`src/design/scr_pkg.sv`:
```
// shared constants and types for start-up configuration and reference select
package scr_pkg;
   // ----------------------------------------
   // register map (byte addresses on the serial-bus register port)
   // ----------------------------------------
   localparam logic [7:0] ADDR_LOAD_CTRL  = 8'h00;
   localparam logic [7:0] ADDR_SRC_POL    = 8'h13;
   localparam int         BIT_LOAD_OTP    = 7;
   localparam int         BIT_PRIM_SRC    = 1;
   localparam int         BIT_SM_HI       = 7;
   localparam int         BIT_SM_LO       = 6;
   localparam logic [7:0] RST_LOAD_CTRL   = 8'h00;
   localparam logic [7:0] RST_SRC_POL     = 8'h00;
   // serial-bus defaults used in software mode when the load-control flag asks for them
   localparam logic [7:0] SWDEF_LOAD_CTRL = 8'h80;
   localparam logic [7:0] SWDEF_SRC_POL   = 8'h00;
   // ----------------------------------------
   // stored configurations
   // ----------------------------------------
   localparam int          CFG_W     = 16;
   localparam int          CFG_N     = 4;
   localparam logic [63:0] CFG_IMAGE = 64'h0000_0001_0002_0003;
   // ----------------------------------------
   // timing
   // ----------------------------------------
   localparam int CLK_MHZ      = 20;
   localparam int SETTLE_US    = 1000;
   localparam int SETTLE_CYC   = SETTLE_US * CLK_MHZ;
   localparam int SWITCH_GAP   = 4;
   // ----------------------------------------
   // sequencer states
   // ----------------------------------------
   typedef enum logic [2:0] {
      ST_STRAP  = 3'b000,
      ST_FETCH  = 3'b001,
      ST_APPLY  = 3'b010,
      ST_SETTLE = 3'b011,
      ST_RUN    = 3'b100
   } scr_state_e_t;
endpackage

```
`src/design/scr_cfg_mem.sv`:
```
// stored configuration memory with registered read data
`timescale 1ns/1ps
module scr_cfg_mem #(
   parameter int                   WIDTH = 16,
   parameter int                   DEPTH = 4,
   parameter logic [WIDTH*DEPTH-1:0] INIT = '0
) (
   input  wire logic                     core_clk,
   input  wire logic                     rst_n,
   input  wire logic                     rd_en,
   input  wire logic [$clog2(DEPTH)-1:0] rd_addr,
   output logic      [WIDTH-1:0]         rd_data_r
);
   // ----------------------------------------
   // read port
   // ----------------------------------------
   // contents are fixed at build time, as a one-time store would be
   always_ff @(posedge core_clk or negedge rst_n) begin
      if (!rst_n) begin
         rd_data_r <= '0;
      end else if (rd_en) begin
         rd_data_r <= INIT[rd_addr*WIDTH +: WIDTH];
      end
   end
endmodule

```
`src/design/scr_top.sv`:
```
// start-up mode capture, configuration loading and reference source selection
`timescale 1ns/1ps
module scr_top
   import scr_pkg::*;
#(
   parameter int SETTLE_CYCLES = scr_pkg::SETTLE_CYC
) (
   input  wire logic       core_clk,
   input  wire logic       rst_n,
   input  wire logic       mode_strap_pin,
   input  wire logic       config_select_bit0,
   input  wire logic       config_select_bit1,
   input  wire logic       source_select_pin,
   input  wire logic       reg_wr,
   input  wire logic       reg_rd,
   input  wire logic [7:0] reg_addr,
   input  wire logic [7:0] reg_wdata,
   output logic      [7:0] reg_rdata_r,
   output logic            reg_ack_r,
   output logic            mode_hw_r,
   output logic      [1:0] cfg_index_r,
   output logic            cfg_busy_r,
   output logic            div_sync_r,
   output logic      [7:0] otp_load_control_r,
   output logic      [7:0] input_source_polarity_r,
   output logic            ref_is_diff_r,
   output logic            xtal_en_r,
   output logic            diff_en_r
);
   import scr_pkg::*;

   localparam int CW = $clog2(SETTLE_CYCLES + 1);
   localparam int GW = $clog2(SWITCH_GAP + 1);

   typedef struct packed {
      scr_state_e_t st;
      logic         mode_hw;
      logic [1:0]   cfg_idx;
      logic [7:0]   otp_load_control;
      logic [7:0]   reg13;
      logic [7:0]   rdata;
      logic         ack;
      logic         div_sync;
      logic         busy;
      logic [CW-1:0] settle;
      logic         ref_sel;
      logic         xtal_en;
      logic         diff_en;
      logic [GW-1:0] gap;
   } scr_regs_t;

   scr_regs_t         s_r;
   scr_regs_t         s_nxt;
   logic [CFG_W-1:0]  mem_data;
   logic [1:0]        sel_pins;
   logic              want_diff;

   // 0 = unmapped, 1 = load control, 2 = source polarity
   function automatic logic [1:0] decode(input logic [7:0] a);
      if (a == ADDR_LOAD_CTRL) begin
         decode = 2'h1;
      end else if (a == ADDR_SRC_POL) begin
         decode = 2'h2;
      end else begin
         decode = 2'h0;
      end
   endfunction

   // ----------------------------------------
   // stored configurations
   // ----------------------------------------
   scr_cfg_mem #(
      .WIDTH (CFG_W),
      .DEPTH (CFG_N),
      .INIT  (CFG_IMAGE)
   ) u_mem (
      .core_clk  (core_clk),
      .rst_n     (rst_n),
      .rd_en     (s_r.st == ST_FETCH),
      .rd_addr   (s_r.cfg_idx),
      .rd_data_r (mem_data)
   );

   assign sel_pins  = {config_select_bit1, config_select_bit0};
   // automatic mode holds the current source; only manual follows the pin
   assign want_diff = s_r.reg13[BIT_SM_HI] ? s_r.ref_sel
                      : (s_r.reg13[BIT_PRIM_SRC] ^ source_select_pin);

   // ----------------------------------------
   // next-state logic
   // ----------------------------------------
   always_comb begin
      s_nxt          = s_r;
      s_nxt.div_sync = 1'b0;
      s_nxt.ack      = 1'b0;
      case (s_r.st)
         ST_STRAP: begin
            s_nxt.mode_hw = mode_strap_pin;
            s_nxt.cfg_idx = mode_strap_pin ? sel_pins : 2'h0;
            s_nxt.st      = ST_FETCH;
         end
         ST_FETCH: begin
            s_nxt.st = ST_APPLY;
         end
         ST_APPLY: begin
            if (!s_r.mode_hw && mem_data[8 + BIT_LOAD_OTP]) begin
               s_nxt.otp_load_control  = SWDEF_LOAD_CTRL;
               s_nxt.reg13 = SWDEF_SRC_POL;
            end else begin
               s_nxt.otp_load_control  = mem_data[15:8];
               s_nxt.reg13 = mem_data[7:0];
            end
            if (s_r.mode_hw) begin
               s_nxt.div_sync = 1'b1;
               s_nxt.settle   = CW'(SETTLE_CYCLES);
               s_nxt.st       = ST_SETTLE;
            end else begin
               s_nxt.busy = 1'b0;
               s_nxt.st   = ST_RUN;
            end
         end
         ST_SETTLE: begin
            // pin moves during settling are caught when run resumes
            if (s_r.settle <= CW'(1)) begin
               s_nxt.busy = 1'b0;
               s_nxt.st   = ST_RUN;
            end
            s_nxt.settle = s_r.settle - CW'(1);
         end
         ST_RUN: begin
            if (s_r.mode_hw && sel_pins != s_r.cfg_idx) begin
               s_nxt.cfg_idx = sel_pins;
               s_nxt.busy    = 1'b1;
               s_nxt.st      = ST_FETCH;
            end
         end
         default: begin
            s_nxt.st = ST_STRAP;
         end
      endcase
      // register port: open in software mode once booted, closed in hardware mode
      if ((reg_wr || reg_rd) && s_r.st == ST_RUN && !s_r.mode_hw) begin
         s_nxt.ack = 1'b1;
         if (reg_wr && decode(reg_addr) == 2'h1) begin
            s_nxt.otp_load_control = reg_wdata;
         end else if (reg_wr && decode(reg_addr) == 2'h2) begin
            s_nxt.reg13 = reg_wdata;
         end
      end
      if (reg_rd) begin
         if (s_r.mode_hw || s_r.st != ST_RUN) begin
            s_nxt.rdata = 8'h00;
         end else if (decode(reg_addr) == 2'h1) begin
            s_nxt.rdata = s_r.otp_load_control;
         end else if (decode(reg_addr) == 2'h2) begin
            s_nxt.rdata = s_r.reg13;
         end else begin
            s_nxt.rdata = 8'h00;
         end
      end
      // break-before-make: both references off for a gap before the new one
      if (s_r.gap != '0) begin
         s_nxt.gap = s_r.gap - GW'(1);
         if (s_r.gap == GW'(1)) begin
            s_nxt.xtal_en = !s_r.ref_sel;
            s_nxt.diff_en = s_r.ref_sel;
         end
      end else if (want_diff != s_r.ref_sel) begin
         s_nxt.ref_sel = want_diff;
         s_nxt.xtal_en = 1'b0;
         s_nxt.diff_en = 1'b0;
         s_nxt.gap     = GW'(SWITCH_GAP);
      end
   end

   // ----------------------------------------
   // state register
   // ----------------------------------------
   always_ff @(posedge core_clk or negedge rst_n) begin
      if (!rst_n) begin
         s_r          <= '0;
         s_r.st       <= ST_STRAP;
         s_r.otp_load_control     <= RST_LOAD_CTRL;
         s_r.reg13    <= RST_SRC_POL;
         s_r.busy     <= 1'b1;
         s_r.xtal_en  <= 1'b1; // crystal is the default source
      end else begin
         s_r <= s_nxt;
      end
   end

   assign reg_rdata_r             = s_r.rdata;
   assign reg_ack_r               = s_r.ack;
   assign mode_hw_r               = s_r.mode_hw;
   assign cfg_index_r             = s_r.cfg_idx;
   assign cfg_busy_r              = s_r.busy;
   assign div_sync_r              = s_r.div_sync;
   assign otp_load_control_r      = s_r.otp_load_control;
   assign input_source_polarity_r = s_r.reg13;
   assign ref_is_diff_r           = s_r.ref_sel;
   assign xtal_en_r               = s_r.xtal_en;
   assign diff_en_r               = s_r.diff_en;

   // ----------------------------------------
   // checks
   // ----------------------------------------
   a_mode_latched: assert property (@(posedge core_clk) disable iff (!rst_n)
      s_r.st != ST_STRAP |=> $stable(mode_hw_r))
      else $error("mode changed after strap capture");
   a_strap_capture: assert property (@(posedge core_clk) disable iff (!rst_n)
      rst_n && s_r.st == ST_STRAP |=> mode_hw_r == $past(mode_strap_pin))
      else $error("strap level not captured");
   a_hw_write_denied: assert property (@(posedge core_clk) disable iff (!rst_n)
      (mode_hw_r && s_r.st == ST_RUN && reg_wr) |=> $stable(s_r.reg13) && !reg_ack_r)
      else $error("register write accepted in hardware mode");
   a_sw_write_open: assert property (@(posedge core_clk) disable iff (!rst_n)
      (!mode_hw_r && s_r.st == ST_RUN && reg_wr && reg_addr == ADDR_SRC_POL)
      |=> input_source_polarity_r == $past(reg_wdata) && reg_ack_r)
      else $error("software write to polarity register lost");
   a_sel_reload: assert property (@(posedge core_clk) disable iff (!rst_n)
      (mode_hw_r && s_r.st == ST_RUN && sel_pins != cfg_index_r)
      |=> cfg_busy_r ##1 1'b1 ##1 div_sync_r && cfg_index_r == $past(sel_pins, 3))
      else $error("select change did not reload and sync");
   a_sync_hw_only: assert property (@(posedge core_clk) disable iff (!rst_n)
      div_sync_r |-> mode_hw_r && s_r.st == ST_SETTLE)
      else $error("divider sync outside hardware load");
   a_no_overlap: assert property (@(posedge core_clk) disable iff (!rst_n)
      !(xtal_en_r && diff_en_r) and ($rose(diff_en_r) |-> $past(!xtal_en_r, 2)))
      else $error("references enabled together or without gap");
   a_source_follows: assert property (@(posedge core_clk) disable iff (!rst_n)
      (!input_source_polarity_r[BIT_SM_HI] && s_r.gap == '0
       && (input_source_polarity_r[BIT_PRIM_SRC] ^ source_select_pin) != ref_is_diff_r)
      |=> ref_is_diff_r == $past(want_diff) ##[1:8] (diff_en_r == ref_is_diff_r))
      else $error("source select not followed");
endmodule

```
`config.mk`:
```
export PLATFORM = sky130hd
export DESIGN_NAME = scr_top
export DESIGN_NICKNAME = d
export VERILOG_FILES = /design/src/design/scr_pkg.sv /design/src/design/scr_cfg_mem.sv /design/src/design/scr_top.sv
export SDC_FILE = /design/constraint.sdc
export NUM_CORES = 1
export LEC_CHECK = 0
export BUFFER_PORTS_ARGS = -buffer_cell sky130_fd_sc_hd__buf_2
export CAP_MARGIN = 25
export CORE_MARGIN = 1
export CORE_UTILIZATION = 55
export DETAILED_ROUTE_END_ITERATION = 16
export GPL_TIMING_DRIVEN = 0
export HOLD_SLACK_MARGIN = 0.03
export PLACE_DENSITY = 0.89
export SETUP_SLACK_MARGIN = 0.05
export SYNTH_ARGS = -nofsm -noshare
export SYNTH_HDL_FRONTEND = slang
export SYNTH_SLANG_ARGS = --single-unit
```
`constraint.sdc`:
```
create_clock -name core_clk -period 2.05 [get_ports core_clk]
set_input_delay 0.41 -clock core_clk [delete_from_list [all_inputs] [get_ports core_clk]]
set_output_delay 0.41 -clock core_clk [all_outputs]
set_load 0.05 [all_outputs]
```
Yosys cells after proc, flatten, opt, wreduce, memory -nomap -nowiden
Cells that the tools add are included.

storage, ports and cells
  output and inout bits = 33
  flip-flop bits (word level) = 70
  logic and storage cells = 101
  input port bits = 24

operators by class
  shifts and indexed selects = 1
  mux-type cells = 39
  reductions and logical operators = 23
  $add $sub $neg = 2
  equality and inequality tests = 18
  order comparisons = 1
  bitwise operators = 2

operators with widths
  operator                                                                       number
  64-bit by 7-bit variable part select with 16-bit output, first input constant  1
  16-bit 2-to-1 mux                                                              3
  8-bit 2-to-1 mux                                                               6
  15-bit case mux with 2 select lines                                            1
  2-bit 2-to-1 mux                                                               13
  15-bit by 1-bit <= comparator with 1-bit output, second input constant         1
  15-bit 2-to-1 mux                                                              1
  3-bit case mux with 5 select lines                                             1
  15-bit by 1-bit subtractor with 15-bit output, second input constant           1
  5-bit 2-to-1 mux                                                               2
  2-bit AND reduction                                                            5
  3-bit 2-to-1 mux                                                               3
  8-bit by 5-bit equality test with 1-bit output, second input constant          1
  8-bit logical NOT                                                              1
  2-bit != test, second input constant                                           4
  1-bit 2-to-1 mux                                                               7
  3-bit by 1-bit equality test with 1-bit output, second input constant          2
  3-bit by 2-bit equality test with 1-bit output, second input constant          2
  1-bit logical AND                                                              6
  2-bit nonzero test                                                             3
  3-bit nonzero test                                                             2
  2-bit by 1-bit equality test with 1-bit output, second input constant          2
  2-bit equality test, second input constant                                     2
  2-bit case mux with 2 select lines                                             1
  13 further kinds                                                               15

Longest topological paths before layout
  depth in word-level cells = 13
  mapped depth = 7
  gate-level depth less buffers = 6

Modules after synthesis
From an unflattened synthesis, not the netlist that was laid out.

second synthesis, totals
  cells, all modules = 332
  area, all modules = 3,164.3 µm²

by module, submodules not included
  module       seq. area each (µm²)  cells an instance  instances  area each (µm²)
  scr_top      1,353.8               311                1          2,982.9
  scr_cfg_mem  50.0                  21                 1          181.4

Worst setup path before layout
OpenSTA, ideal clock, no wires.

  kind = reg2reg
  start point = register s_r (netlist bit mode_hw_r)
  end point = register s_r (netlist bit input_source_polarity_r[0])
  library setup time = 0.125 ns
  period minus slack after synthesis = 2.065 ns
  buffers on the path = 0
  arrival time = 1.940 ns
  data required time = 1.925 ns
  slack = -0.015 ns
  stages on the path, launching flop included = 4
  cell sequence = dfrtp_1 -> or4b_4 -> nor4_4 -> mux2_2

RTL lines
  what                      line            source
  start: declaration        scr_top.sv:52   scr_regs_t s_r;
  start signal: assignment  scr_top.sv:188  s_r <= s_nxt;

==> out/qor.txt <==
Worst setup startpoint = s_r[52]$_DFFE_PN0P_
Drt first pass iters = 5
Asr flop ratio synth = 100%
Number of cell rows = 26
Gr ovfl total = 0
EDFF count, synth = 0
Largest net degree at the start of global routing = 34
Register area share after synthesis = 47.9%
N_diodes = 0
Clock skew = 0.0109 ns
Post-Syn Area = 2930 µm²
CP Buf/Inv Count = 2
Critical Path Stages = 5
Endpoints failing hold = 0
Final net count = 397
Clock buffer depth = 2
Drt initial violations = 201
Max stage delay on crit path = 0.57 ns
Critical Path RT = 2.24 ns
Total CTS buffers = 5
Leak = 1.63 nW
DR DRC count = 0
Synth area leaders = dfrtp_1 46%, buf_4 6.9%, nand2_1 5.0%, mux2i_1 3.4%, o21ai_0 2.9%
Outcome = complete, no violations
Worst-Margin Slew = 0.993 ns
H-tree depth = 2
Slew Limit Fails = 0
Routed WL per cell = 14.8 µm
Initial Utilization = 57.3%
Die height = 75.0 µm
Max_slew headroom = 33.3%
Core ar. = 5110 µm²
Most common cell in the netlist = dfrtp_1
Yosys warns = 0
Min Tclk post-route = 1.99 ns
Multi-input logic area = 1230 µm²
I/O Buffers = 55
CTS sink count = 56
Worst skew pair latency = 0.31 ns
Vias in the first global route = 2239
Synth Instances = 296
Fin util = 69.3%
Reg-to-Reg Start = s_r[52]$_DFFE_PN0P_
Critical path class = register to register
Synth cell count leaders = 54 x dfrtp_1, 39 x nand2_1, 27 x buf_4
Tcrit/Tclk final = 97.1%
Critical Path Fanout Max = 6
Synthesized flop and latch total = 56
Initial antenna violation count = 0
IO Count = 57
Crit-path slowest cell = or4b_4
Pwr dens = 638 nW/µm²
CTS tree = yes
Area grow syn2layout = 20.8%
Ys flop type = dfrtp_1
Tot Pwr = 2.26 mW
Die area = 5620 µm²
Hold-fix buffers, CTS = 0
Post-DP HPWL = 4480 µm
Critical Path Sink = input_source_polarity_r[1]$_DFF_PN0_
Post-Place Setup Slack = -0.0355 ns
Synth area leader = dfrtp_1
Syn nets = 323
Critical path cell sequence = buf_6, or4b_4, nor4_4, buf_4, mux2_4
Crit end category = register
Die X = 75.0 µm
Peak VDD IR = 402 µV
Gpl congestion = 0.777
Final wirelength = 6540 µm
Fillers = 363
First-pass GRT wire length = 10100 µm
Routed Antenna Nets = 0
Worst setup SP type = register
R2R cell count = 5
Total of max-cap violations = 0
Register Area = 1410 µm²
Max Clk Rate = 502 MHz
Root Buffer = clkbuf_8
Crit path DAT = 2.18 ns
Syn_area_per_cell = 9.90 µm²
FF-to-FF setup slack = 0.06 ns
Clock-pin slew on the worst setup and hold paths = 0.10 ns
Setup ws final = 0.0585 ns
Final setup fails = 0
Top cell family by delay on the critical path = simple AND/OR/NAND/NOR gates
Vias per cell = 5.60
Via Count = 2471
GRT Util Overall = 23.9%
Top-area cell type share of the netlist area = 46.1%
Distinct cells, synth = 54
HP Class = input pin to async pin
RSZ-0062 raised after global routing = false
Reg-to-Reg End = input_source_polarity_r[1]$_DFF_PN0_
Share of cells above drive strength 1 = 35.0%
## placed cells by master (no fill, tap or decap), drive strengths merged, types with 2 or more instances in the layout
cell,n
mux2i,10
xor2,3
buf,99
nor3b,3
or4,2
dfstp,2
a21oi,4
dfrtp,54
o21ai,25
nand4b,2
a221o,2
o31ai,2
nand4,2
nand3,9
nor2b,2
o22ai,10
inv,17
or2,3
clkinvlp,2
nor4,5
mux2,5
clkbuf,12
o211ai,2
nor3,5
or3b,2
o41ai,2
a22oi,8
or3,3
or4b,2
nor2,17
nand2,39
ha,3
## worst reg2reg max path, cell delays in order (launching register included)
cell and delay, ns:
dfrtp_1 0.39, buf_6 0.13, or4b_4 0.57, nor4_4 0.29, buf_4 0.19, mux2_4 0.31
## per-layer routing
| layer | vias up | global-route usage, % | routed length [µm] |
|---|---|---|---|
| li1 | 1164 | - | - |
| met1 | 1212 | 29.7 | 2740 |
| met2 | 83 | 42.7 | 3380 |
| met3 | 12 | 4.42 | 283 |
| met4 | 0 | 6.50 | 132 |
| met5 | - | 0 | 0 |
## worst min-delay path by stage
stage	slack [ns]	end
floorplan	0.11	cfg_index_r[0]$_DFFE_PN0P_
global placement	0.46	s_r[20]$_DFFE_PN0P_
detailed placement	0.43	reg_rdata_r[5]$_DFFE_PN0P_
CTS	0.09	reg_rdata_r[5]$_DFFE_PN0P_
global route	0.12	reg_rdata_r[5]$_DFFE_PN0P_
finish	0.08	input_source_polarity_r[5]$_DFF_PN0_
## power breakdown
group,switching [mW],internal (mW)
Combinational,0.250,0.155
Sequential,0.0486,1.17
Clock,0.361,0.274
Total,0.660,1.60
## stage by stage
step | hold slack (ns) | cells | setup TNS [ns] | cell area, µm²
after detailed placement | 0.429 | 422 | -0.168 | 3310
after global routing | 0.116 | 441 | 0 | 3540
after global placement | 0.465 | 421 | 0 | 3290
after CTS | 0.0893 | 430 | 0 | 3420
after floorplan | 0.114 | 296 | 0 | 2930
final | 0.0794 | 441 | 0 | 3540
## layout make-up
type | instances | share of cell area, %
plain buffers | 37 | 7.46
multi-input cells | 185 | 34.9
clock inverters | 2 | 0.424
repair buffers | 68 | 10.9
inverters | 17 | 1.80
well taps | 70 | 2.48
clock buffers | 6 | 2.33
flip-flops and latches | 56 | 39.7
## sequential cells by signal, indices dropped and copies added (netlist names)
name / count
mode_hw_r: 1
xtal_en_r: 1
u_mem.rd_data_r: 2
cfg_index_r: 2
diff_en_r: 1
reg_rdata_r: 8
s_r: 21
otp_load_control_r: 8
ref_is_diff_r: 1
div_sync_r: 1
reg_ack_r: 1
input_source_polarity_r: 8
cfg_busy_r: 1
## logic make-up after synthesis
kind of cell	share of synthesized area, %
AND/OR/NAND/NOR	18.6
AO/OA/AOI/OAI	13.8
flip-flops	47.9
buffers and inverters	11.1
multiplexers	5.34
XOR/XNOR	1.97
adder cells (fa/ha/maj)	1.28
## timing repair
item / CTS / global route
resized for setup: 2 / 8
setup endpoints to repair: 13 / 17
setup buffers: 0 / 12
pin swaps: 2 / 5
(Power assumes the default switching activity.)
